<file path="config.mk">
export PLATFORM = sky130hd
export DESIGN_NAME = pbr_port_buffer
export DESIGN_NICKNAME = d
export VERILOG_FILES = /design/src/rtl/pbr_pkg.sv /design/src/rtl/pbr_pin_if.sv /design/src/rtl/pbr_low_filter.sv /design/src/rtl/pbr_port_buffer.sv
export SDC_FILE = /design/constraint.sdc
export NUM_CORES = 1
export LEC_CHECK = 0
export BUFFER_PORTS_ARGS = -buffer_cell sky130_fd_sc_hd__buf_4
export CAP_MARGIN = 20
export CORE_UTILIZATION = 45
export DETAILED_ROUTE_END_ITERATION = 6
export GPL_ROUTABILITY_DRIVEN = 1
export PLACE_DENSITY_LB_ADDON = 0.15
export SETUP_SLACK_MARGIN = 0.2
export SKIP_LAST_GASP = 1
export SLEW_MARGIN = 30
export SYNTH_ARGS = -nofsm -noshare
export SYNTH_HDL_FRONTEND = slang
export SYNTH_SLANG_ARGS = --single-unit
</file>
<file path="constraint.sdc">
create_clock -name clock -period 1.8 [get_ports clock]
set_clock_uncertainty 0.15 [all_clocks]
set_input_delay 0.09 -clock clock [delete_from_list [all_inputs] [get_ports clock]]
set_output_delay 0.09 -clock clock [all_outputs]
set_load 0.02 [all_outputs]
</file>
<file path="src/rtl/pbr_pkg.sv">
// pbr_pkg: constants for the port buffer and read-back block
// assumes: nothing beyond a SystemVerilog compiler
package pbr_pkg;
    // ============================================================
    // widths and counts
    localparam int PBR_OUT_PORTS   = 4;      // pure output ports
    localparam int PBR_BIDIR_PORTS = 3;      // bidirectional ports
    localparam int PBR_PORT_W      = 4;      // bits per port
    localparam int PBR_OUT3_IDX    = 3;      // output port three
    localparam int PBR_BIDIR2_IDX  = 2;      // bidirectional port two
    localparam int PBR_OUT_BITS    = PBR_OUT_PORTS * PBR_PORT_W;
    localparam int PBR_BIO_BITS    = PBR_BIDIR_PORTS * PBR_PORT_W;
    localparam int PBR_SEL_W       = 2;

    // ============================================================
    // pin timing: least low width in basic clock cycles
    localparam int PBR_MIN_LOW_CYC = 4;
    localparam int PBR_CNT_W       = 3;
    localparam logic [PBR_CNT_W-1:0] PBR_CNT_ZERO = 3'h0;
    localparam logic [PBR_CNT_W-1:0] PBR_CNT_ONE  = 3'h1;

    // ============================================================
    // reset values and buffer variants
    localparam logic PBR_LATCH_RST   = 1'h1; // latches set to one
    localparam logic PBR_BUF_OD      = 1'h0; // variant (A): open drain
    localparam logic PBR_BUF_PULLUP  = 1'h1; // variant (B): pull-up
    localparam logic PBR_PIN_IDLE    = 1'h1; // pulled-up inactive level
    localparam logic [PBR_OUT_BITS-1:0] PBR_OUT_ONES = 16'hFFFF;
    localparam logic [PBR_BIO_BITS-1:0] PBR_BIO_ONES = 12'hFFF;
    localparam logic [2:0] PBR_SYNC_IDLE = 3'h7;
endpackage : pbr_pkg

</file>
<file path="src/rtl/pbr_pin_if.sv">
// pbr_pin_if: pin-low level and qualified flag between core and low-width filter
// assumes: one clock domain
`timescale 1ns/1ps
`default_nettype none
interface pbr_pin_if;
    logic pin_low;    // synchronised pin level is low
    logic qualified;  // low for at least the minimum width
    modport core   (input  qualified, output pin_low);
    modport filter (output qualified, input  pin_low);
endinterface : pbr_pin_if
`default_nettype wire

</file>
<file path="src/rtl/pbr_low_filter.sv">
// pbr_low_filter: qualifies an active-low pin held for a minimum width
// assumes: pin_low already synchronised to clock
`timescale 1ns/1ps
`default_nettype none
module pbr_low_filter
    import pbr_pkg::*;
#(
    parameter int MIN_CYC = PBR_MIN_LOW_CYC
) (
    input  wire logic clock,
    input  wire logic arst_n,
    pbr_pin_if.filter pin
);
    typedef struct packed {
        logic [PBR_CNT_W-1:0] cnt;
        logic                 qual;
    } pbr_flt_type;

    pbr_flt_type st_r;
    pbr_flt_type st_nxt;

    initial begin
        if (MIN_CYC < 1 || MIN_CYC >= (1 << PBR_CNT_W))
            $error("pbr_low_filter: MIN_CYC out of range");
    end

    // ============================================================
    // count consecutive low cycles, qualify at the minimum
    always_comb begin
        st_nxt = st_r;
        if (!pin.pin_low) begin
            st_nxt.cnt  = PBR_CNT_ZERO;
            st_nxt.qual = 1'b0;
        end else if (st_r.cnt < PBR_CNT_W'(MIN_CYC)) begin
            st_nxt.cnt  = st_r.cnt + PBR_CNT_ONE;
            st_nxt.qual = (st_r.cnt + PBR_CNT_ONE) == PBR_CNT_W'(MIN_CYC);
        end
    end

    always_ff @(posedge clock or negedge arst_n) begin
        if (!arst_n) begin
            st_r <= '0;
        end else begin
            st_r <= st_nxt;
        end
    end

    assign pin.qualified = st_r.qual;
endmodule : pbr_low_filter
`default_nettype wire

</file>
<file path="src/rtl/pbr_port_buffer.sv">
// pbr_port_buffer: output latches, bidirectional drivers and read-back
// assumes: a core writes ports by strobe and reads them back by index;
// pin inputs arrive asynchronously and pass three flip-flops here
`timescale 1ns/1ps
`default_nettype none
// Contract
// buffer variant fixed per bit by parameter
// software writes one before reading bidirectional
// evaluator forces all bits open drain
// reset and interrupt pins weakly pulled high
// output port reads return latch value
// bidirectional port reads return sampled pin
// evaluator maps output three onto bidir two
// interrupt request needs four low cycles
// reset request needs four low cycles
// initialisation sets every output latch one
// bidirectional read is latch and pin wired
module pbr_port_buffer
    import pbr_pkg::*;
#(
    parameter logic [PBR_OUT_BITS-1:0] OUT_PULLUP_MASK = '0,
    parameter logic [PBR_BIO_BITS-1:0] BIO_PULLUP_MASK = '0,
    parameter bit                      EVALUATOR       = 1'b0,
    parameter int                      MIN_LOW_CYC     = PBR_MIN_LOW_CYC
) (
    input  wire logic                          clock,
    input  wire logic                          arst_n,
    input  wire logic                          out_wr,
    input  wire logic [PBR_SEL_W-1:0]          out_sel,
    input  wire logic [PBR_PORT_W-1:0]         out_wdata,
    input  wire logic                          bio_wr,
    input  wire logic [PBR_SEL_W-1:0]          bio_sel,
    input  wire logic [PBR_PORT_W-1:0]         bio_wdata,
    input  wire logic [PBR_SEL_W-1:0]          out_rsel,
    output logic      [PBR_PORT_W-1:0]         out_rdata,
    input  wire logic [PBR_SEL_W-1:0]          bio_rsel,
    output logic      [PBR_PORT_W-1:0]         bio_rdata,
    output logic      [PBR_OUT_BITS-1:0]       out_pin_o,
    output logic      [PBR_OUT_BITS-1:0]       out_pin_oe,
    output logic      [PBR_OUT_BITS-1:0]       out_pin_pullup,
    input  wire logic [PBR_BIO_BITS-1:0]       bio_pin_i,
    output logic      [PBR_BIO_BITS-1:0]       bio_pin_o,
    output logic      [PBR_BIO_BITS-1:0]       bio_pin_oe,
    output logic      [PBR_BIO_BITS-1:0]       bio_pin_pullup,
    input  wire logic                          rst_pin_n,
    input  wire logic                          int_pin_n,
    output logic                               ctl_pin_pullup,
    output logic                               reset_req,
    output logic                               int_req
);
    // ============================================================
    // state
    // out_latch and bio_latch hold what software last wrote;
    // bio_s1..s3 are the three-stage synchroniser on the pins,
    // bio_pin the agreed level that the read path uses;
    // out_rd and bio_rd register the read data so that the
    // read ports never glitch while a pin is settling
    typedef struct packed {
        logic [PBR_OUT_BITS-1:0] out_latch;
        logic [PBR_BIO_BITS-1:0] bio_latch;
        logic [PBR_BIO_BITS-1:0] bio_s1;
        logic [PBR_BIO_BITS-1:0] bio_s2;
        logic [PBR_BIO_BITS-1:0] bio_s3;
        logic [PBR_BIO_BITS-1:0] bio_pin;
        logic [2:0]              rst_sync;
        logic [2:0]              int_sync;
        logic                    rst_low;
        logic                    int_low;
        logic [PBR_PORT_W-1:0]   out_rd;
        logic [PBR_PORT_W-1:0]   bio_rd;
        logic                    int_armed;
        logic                    int_req;
    } pbr_state_type;

    pbr_state_type st_r;
    pbr_state_type st_nxt;

    pbr_pin_if rst_if ();
    pbr_pin_if int_if ();

    // the filter counter is PBR_CNT_W bits wide, so the minimum
    // width must fit it and be at least one cycle
    initial begin
        if (MIN_LOW_CYC < 1 || MIN_LOW_CYC >= (1 << PBR_CNT_W))
            $error("pbr_port_buffer: MIN_LOW_CYC out of range");
    end

    // variant (A) is open drain; variant (B) adds a weak pull-up on
    // the bits of the mask. the choice is fixed at build time, so no
    // register can change it; the evaluator has no port pull-ups at all
    // variant per bit; evaluator always open drain
    localparam logic [PBR_OUT_BITS-1:0] OUT_PU =
        EVALUATOR ? '0 : OUT_PULLUP_MASK;
    localparam logic [PBR_BIO_BITS-1:0] BIO_PU =
        EVALUATOR ? '0 : BIO_PULLUP_MASK;

    // ============================================================
    // port slicing helpers
    function automatic logic [PBR_PORT_W-1:0] nib16(
        input logic [PBR_OUT_BITS-1:0] v, input logic [PBR_SEL_W-1:0] s);
        nib16 = v[s*PBR_PORT_W +: PBR_PORT_W];
    endfunction

    function automatic logic [PBR_PORT_W-1:0] nib12(
        input logic [PBR_BIO_BITS-1:0] v, input logic [PBR_SEL_W-1:0] s);
        if (int'(s) < PBR_BIDIR_PORTS)
            nib12 = v[s*PBR_PORT_W +: PBR_PORT_W];
        else
            nib12 = '0;
    endfunction

    // ============================================================
    // low-width qualification of reset and interrupt pins
    assign rst_if.pin_low = st_r.rst_low;
    assign int_if.pin_low = st_r.int_low;

    pbr_low_filter #(.MIN_CYC(MIN_LOW_CYC)) u_rst_flt (
        .clock  (clock),
        .arst_n (arst_n),
        .pin    (rst_if.filter)
    );

    pbr_low_filter #(.MIN_CYC(MIN_LOW_CYC)) u_int_flt (
        .clock  (clock),
        .arst_n (arst_n),
        .pin    (int_if.filter)
    );

    // ============================================================
    // next-state logic
    always_comb begin
        st_nxt = st_r;
        // three-stage synchronisers; change counts when 2 and 3 agree
        st_nxt.bio_s1   = bio_pin_i;
        st_nxt.bio_s2   = st_r.bio_s1;
        st_nxt.bio_s3   = st_r.bio_s2;
        for (int i = 0; i < PBR_BIO_BITS; i++) begin
            if (st_r.bio_s2[i] == st_r.bio_s3[i])
                st_nxt.bio_pin[i] = st_r.bio_s3[i];
        end
        st_nxt.rst_sync = {st_r.rst_sync[1:0], rst_pin_n};
        st_nxt.int_sync = {st_r.int_sync[1:0], int_pin_n};
        if (st_r.rst_sync[1] == st_r.rst_sync[2])
            st_nxt.rst_low = !st_r.rst_sync[2];
        if (st_r.int_sync[1] == st_r.int_sync[2])
            st_nxt.int_low = !st_r.int_sync[2];

        // latch writes; a qualified reset pin re-initialises
        // writes are refused while the reset request stands
        if (rst_if.qualified) begin
            st_nxt.out_latch = PBR_OUT_ONES;
            st_nxt.bio_latch = PBR_BIO_ONES;
        end else begin
            if (out_wr)
                st_nxt.out_latch[out_sel*PBR_PORT_W +: PBR_PORT_W] =
                    out_wdata;
            if (bio_wr && int'(bio_sel) < PBR_BIDIR_PORTS)
                st_nxt.bio_latch[bio_sel*PBR_PORT_W +: PBR_PORT_W] =
                    bio_wdata;
        end

        // read-back: latch for outputs, wired pin for bidirectionals
        // a clamp on a bidirectional pin shows up in the read data,
        // while an output port always reads its latch; on the
        // evaluator output port three is wired through bidirectional
        // port two, so its read follows that pin
        st_nxt.out_rd = nib16(st_r.out_latch, out_rsel);
        if (EVALUATOR && int'(out_rsel) == PBR_OUT3_IDX)
            st_nxt.out_rd = nib12(st_r.bio_pin & st_r.bio_latch,
                                  PBR_SEL_W'(PBR_BIDIR2_IDX));
        st_nxt.bio_rd = nib12(st_r.bio_pin & st_r.bio_latch,
                              bio_rsel);

        // one request per low pulse; re-arm once pin returns high
        // a held-low pin gives one request only; the pin must be seen
        // high again before another low pulse can raise a new one
        st_nxt.int_req = 1'b0;
        if (!st_r.int_low)
            st_nxt.int_armed = 1'b1;
        else if (int_if.qualified && st_r.int_armed) begin
            st_nxt.int_req   = 1'b1;
            st_nxt.int_armed = 1'b0;
        end
    end

    // ============================================================
    // registers
    always_ff @(posedge clock or negedge arst_n) begin
        if (!arst_n) begin
            st_r           <= '0;
            st_r.out_latch <= PBR_OUT_ONES;
            st_r.bio_latch <= PBR_BIO_ONES;
            st_r.bio_s1    <= PBR_BIO_ONES;
            st_r.bio_s2    <= PBR_BIO_ONES;
            st_r.bio_s3    <= PBR_BIO_ONES;
            st_r.bio_pin   <= PBR_BIO_ONES;
            st_r.rst_sync  <= PBR_SYNC_IDLE;
            st_r.int_sync  <= PBR_SYNC_IDLE;
        end else begin
            st_r <= st_nxt;
        end
    end

    // ============================================================
    // pin drive: low when latch is zero, pull-up or release otherwise
    // no pin is ever driven high: a one releases the pin and leaves
    // the level to the pull-up, so an external circuit may pull low
    always_comb begin
        out_pin_o      = st_r.out_latch & OUT_PU;
        out_pin_oe     = ~st_r.out_latch;
        out_pin_pullup = OUT_PU & st_r.out_latch;
        bio_pin_o      = '0;
        bio_pin_oe     = ~st_r.bio_latch;
        bio_pin_pullup = BIO_PU & st_r.bio_latch;
    end

    assign ctl_pin_pullup = PBR_PIN_IDLE;
    assign reset_req      = rst_if.qualified;
    assign int_req        = st_r.int_req;
    assign out_rdata      = st_r.out_rd;
    assign bio_rdata      = st_r.bio_rd;
endmodule : pbr_port_buffer
`default_nettype wire

</file>
Word level (Yosys, flattened, before mapping)
Cells that the tools add are included.

storage, ports and cells
  bits in registers = 102
  bits in latches = 0
  bits in writable memories = 0
  ROM bits = 0
  bits of input ports = 34
  output and inout port bits = 95
  logic and storage cells = 84
  memories kept = 0

cells by class
  add/sub/neg operators = 4
  multiply operators = 0
  divide/modulo/power cells = 0
  order comparisons = 4
  equal/unequal tests = 19
  shift-type cells = 6
  mux-type cells = 13
  bitwise operators = 3
  reduce and logical (&&, ||, !) cells = 6

operators by type and width
  kind                     number
  $neg 4->34               2
  $shift 4x34->12 const A  1
  $shift 4x34->16 const A  1
  $shiftx 4x34->12         1
  $shiftx 4x34->16         1
  $mux 28                  1
  $mux 4                   5
  $bwmux 16                1
  $mux 16                  1
  $not 16->16              1
  $shiftx 16x5->4          1
  $eq 1x1->1               14
  $and 12x12->12           1
  $bwmux 12                1
  $mux 12                  1
  $not 12->12              1
  $shiftx 12x5->4          1
  $add 3x1->3 const B      2
  $eq 3x3->1 const B       2
  $lt 3x3->1 const B       2
  $ne 2x1->1 const B       3
  $lt 2x2->1 const B       2
  $reduce_bool 2->1        2
  $logic_and 1x1->1        2
  3 further kinds          5

Longest topological paths before layout
  depth in word-level cells = 5
  gate-level depth with buffers = 4
  mapped depth without buffers = 4

Cells and area by module
Synthesis repeated with hierarchy kept, for this count alone.

unflattened totals
  cells, all modules = 362
  area total of the unflattened synthesis = 4603.2 um2

by module, submodules not included
  module           instances  cells an instance  area each (um2)  seq. area each (um2)
  pbr_port_buffer  1          334                4235.3           2454.9
  pbr_low_filter   2          14                 183.9            100.1

Worst setup path after synthesis
OpenSTA, ideal clock, no wires.

  path kind = register to register
  start = register u_rst_flt.st_r, in the netlist u_rst_flt.pin.qualified
  end = register st_r[66] (netlist name)
  setup time = 0.096 ns
  arrival = 1.173 ns
  data required time = 1.554 ns
  path slack = 0.381 ns
  stages on the path, launching flop included = 5
  buffers on the path = 2
  cells stage by stage = dfrtp_1 > buf_2 > clkbuf_1 > nor2_1 > o32ai_1

between the ends
  cells in the longest elaborated chain, start to end = 1
  elaborated cells between the ends (all ways) = 2
  classes of those cells = mux: 1; reduce/logical: 1

ends and longest elaborated chain
  item                                                 line                    source
  from (decl)                                          pbr_low_filter.sv:19    pbr_flt_type st_r;
  from (signal assigned)                               pbr_low_filter.sv:44    st_r <= st_nxt;
  $mux 28 / $reduce_bool 2->1 (equally long branches)  --
  to (signal assigned)                                 pbr_port_buffer.sv:200  st_r <= st_nxt;
  to (decl)                                            pbr_port_buffer.sv:75   pbr_state_type st_r;

Parallel ways exist; a longest one is shown, timed or not.
A chain may end at the register's enable or synchronous reset.

Final worst setup path
  start = input port bio_wr
  end = register st_r[76] (netlist name)

between the ends
  cells in the longest elaborated chain, start to end = 2

ends and longest elaborated chain
  item                                line                    source
  from (decl)                         pbr_port_buffer.sv:31   input wire logic bio_wr,
  $logic_and 1x1->1                   pbr_port_buffer.sv:157  if (bio_wr && int'(bio_sel) < PBR_BIDIR_PORTS)
  $reduce_bool 2->1 (no source line)  --

Every way passes these cells.

==> impl_metrics.env <==
export IMPL_grt_max_degree=42
export IMPL_hold_depth=3
export IMPL_rsz0062_at_grt="false"
export IMPL_fin_util=0.5643
export IMPL_ys_types=36
export IMPL_ant_nets=0
export IMPL_post_cts_buffers=0
export IMPL_period_share=0.8443
export IMPL_synth_area_leaders="dfstp_2 47%, dfrtp_1 11%, buf_4 11%"
export IMPL_grt_pass1_vias=2682
export IMPL_crit_arrival_ns=1.64
export IMPL_drc=0
export IMPL_wire_per_inst_um=13.57
export IMPL_cts_buffers=9
export IMPL_synth_top_family_by_area="buffers and inverters"
export IMPL_core_mm2=0.009774
export IMPL_start_util=0.4661
export IMPL_dp_hpwl_mm=5.803
export IMPL_antenna_cells=0
export IMPL_syn_area_mm2=0.004556
export IMPL_cts_sinks=102
export IMPL_vias_per_cell=4.604
export IMPL_yosysTopAreaCell="dfstp_2"
export IMPL_met3_length_um=455
export IMPL_fin_setup_tns_ns=0
export IMPL_critPathMaxStageDelay_ns=0.53
export IMPL_reg2regPathDepth=3
export IMPL_critPathKind="input pin to register"
export IMPL_grt_overflow_total=0
export IMPL_fp_dieW_um=102.6
export IMPL_cts_root_buf="clkbuf_8"
export IMPL_grt_total_usage=0.1662
export IMPL_synth_simple_gate_area_share=0.1033
export IMPL_finalMaxSlewViolations=0
export IMPL_finalSetupViolations=0
export IMPL_clock_tree_buffer_depth=2
export IMPL_vdd_drop_max_v=0.0005577
export IMPL_hold_class="input pin to register"
export IMPL_drt_initial_drc_count=81
export IMPL_met1_length_mm=3.696
export IMPL_synth_adder_area_share=0.06701
export IMPL_timing_rr_end="bio_rdata[1]$_DFF_PN0_"
export IMPL_power_density_mw_per_mm2=1267
export IMPL_vias=2767
export IMPL_total_power_w=0.006986
export IMPL_synth_top_area_share=0.4729
export IMPL_status="completed"
export IMPL_synth_seq_cells=102
export IMPL_synthFlopType="dfstp_2"
export IMPL_cellLeakagePower_nw=2.458
export IMPL_area_growth_pct=21.07
export IMPL_met2_length_mm=3.868
export IMPL_min_from="out_sel[0]"
export IMPL_hold_viol_final=0
export IMPL_firstDrtPassIters=4
export IMPL_yosysSeqAreaShare=0.5828
export IMPL_maxCapViolCount=0
export IMPL_fin_crit_ns=1.520
export IMPL_synth_edf_count=0
export IMPL_cp_max_fo=8
export IMPL_die_area_mm2=0.01053
export IMPL_finalNetCount=511
export IMPL_h_tree_depth=3
export IMPL_grt_pass1_wl_mm=13.03
export IMPL_clock_latency_ns=0.37
export IMPL_slowest_stage="dlygate4sd3_1"
export IMPL_cts_tree="built"
export IMPL_synth_compound_area_frac=0.06921
export IMPL_port_buffers=71
export IMPL_ys_warnings_count=0
export IMPL_num_rows=36
export IMPL_reg2reg_from="st_r[71]$_DFFE_PN1P_"
export IMPL_gp_congestion=0.8566
export IMPL_synth_area_mux_share=0.02856
export IMPL_io_pins=129
export IMPL_yosys_area_share_xor_xnor=0.003845
export IMPL_async_flop_share=1.000
export IMPL_top_layer="met4"
export IMPL_end_kind="register"
export IMPL_cp_cell_sequence="dlygate4sd3_1 -> buf_4 -> or3b_1 -> o32ai_1"
export IMPL_drt_wl_total_mm=8.156
export IMPL_clkSlewWorstSetupHoldPaths_ns=0.10
export IMPL_startpoint_type="input pin"
export IMPL_drive_gt1_frac=0.3889
export IMPL_cp_required_ns=1.92
export IMPL_die_y_um=102.6
export IMPL_hold_end="st_r[88]$_DFFE_PN1P_"
export IMPL_avgSynthCellArea_um2=12.58
export IMPL_fmax_ghz=0.6580
export IMPL_synthCells=362
export IMPL_antenna_found_initial=0
export IMPL_reg2reg_slack_ns=0.31
[synth_stat cells, types with 3 or more instances]
| cell | n |
|---|---|
| a221o_1 | 16 |
| and2_1 | 6 |
| and3_1 | 5 |
| and3b_1 | 5 |
| buf_4 | 65 |
| clkbuf_1 | 3 |
| dfrtp_1 | 20 |
| dfstp_2 | 82 |
| ha_1 | 14 |
| inv_1 | 37 |
| maj3_1 | 13 |
| mux2i_1 | 4 |
| mux4_2 | 4 |
| nand2_1 | 19 |
| nand2b_1 | 3 |
| nand3b_1 | 4 |
| nand4b_1 | 7 |
| nor2_1 | 13 |
| nor2b_1 | 8 |
| o22ai_1 | 4 |
| o32ai_1 | 8 |
[through the flow]
step | instance area, µm² | setup WS, ns | std cells | hold slack, ns
global route | 5515 | 0.2290 | 601 | 0.007697
floorplan | 4762 | 0.3812 | 417 | -0.3556
CTS | 5512 | 0.2672 | 601 | 0.008955
detailed placement | 5009 | 0.1800 | 556 | -0.08713
finish | 5515 | 0.2802 | 601 | 0.01518
global placement | 5009 | 0.2631 | 556 | -0.09009
[logic make-up (layout without fill, tap and decap cells)]
kind of cell,after synthesis,in the layout
xor+xnor,2,2
mux,8,8
simple gates,78,78
fa+ha+maj,27,27
flops,102,102
buf+inv,107,158
compound gates,36,36
other cells,2,57
[routing by layer]
metal  global-route usage  vias up
li1                     -     1303
met1               0.2177     1353
met2               0.2605      100
met3              0.05424       11
met4              0.05604        0
met5                    0        -
[worst max-delay path: cells and delay by family]
family,cells,cell delay (ns)
and+or+nand+nor,1,0.51
buffers and inverters,2,0.68
AOI/OAI and AO/OA,1,0.36
[sequential cells by signal (all words and copies together) (netlist names)]
signal                   cells
st_r                        55
st_nxt                      28
bio_rdata                    4
out_rdata                    4
u_int_flt.st_r               3
u_rst_flt.st_r               3
int_if.pin_low               1
int_req                      1
rst_if.pin_low               1
u_int_flt.pin.qualified      1
u_rst_flt.pin.qualified      1
[cells in the final DEF, fill, tap and decap left out, drive strengths merged, types with 5 or more instances in the layout]
cell         synthesis  routed
and3                 5       5
dfstp               82      82
nand2               19      19
dfrtp               20      20
buf                 67      76
conb                 2      57
nand4b               7       7
nor2                13      13
nor2b                8       8
inv                 37      41
and2                 6       6
o32ai                8       8
clkbuf               3       9
dlygate4sd3          0      29
and3b                5       5
a221o               16      16
maj3                13      13
ha                  14      14
[timing repair]
item,CTS,global route
hold endpoints to repair,97,0
resized for setup,1,1
hold buffers,29,0
setup endpoints to repair,1,1
pin swaps,0,0
[where the power goes]
group	leakage (nW)	total (W)	switching [W]	internal [W]
Sequential	1.12	0.00344	0.000414	0.00302
Combinational	1.23	0.00205	0.00107	0.000977
Clock	0.108	0.00150	0.000828	0.000673
Total	2.46	0.00699	0.00231	0.00467
[layout make-up]
cell class	instances	area (µm²)
Sequential cell	102	2656
Timing Repair Buffer	105	889.6
Clock inverter	7	87.58
Multi-Input combinational cell	208	1453
Tap cell	133	166.4
Fill cell	834	4259
Clock buffer	9	123.9
Inverter	37	138.9
[worst max path at each step]
stage | start | to | slack (ns) | cells after the start
3_3_place_gp | bio_sel[0] | st_r[68]$_DFFE_PN1P_ | 0.26 | 4
6_report | bio_wr | st_r[76]$_DFFE_PN1P_ | 0.28 | 4
4_1_cts | u_rst_flt.pin.qualified$_DFFE_PN0P_ | reset_req | 0.27 | 2
2_1_floorplan | u_rst_flt.pin.qualified$_DFFE_PN0P_ | st_r[66]$_DFFE_PN1P_ | 0.38 | 4
5_1_grt | st_r[71]$_DFFE_PN1P_ | bio_rdata[1]$_DFF_PN0_ | 0.23 | 3
3_5_place_dp | bio_sel[0] | st_r[76]$_DFFE_PN1P_ | 0.18 | 4
Note: power is estimated with default switching activity, not from simulation.
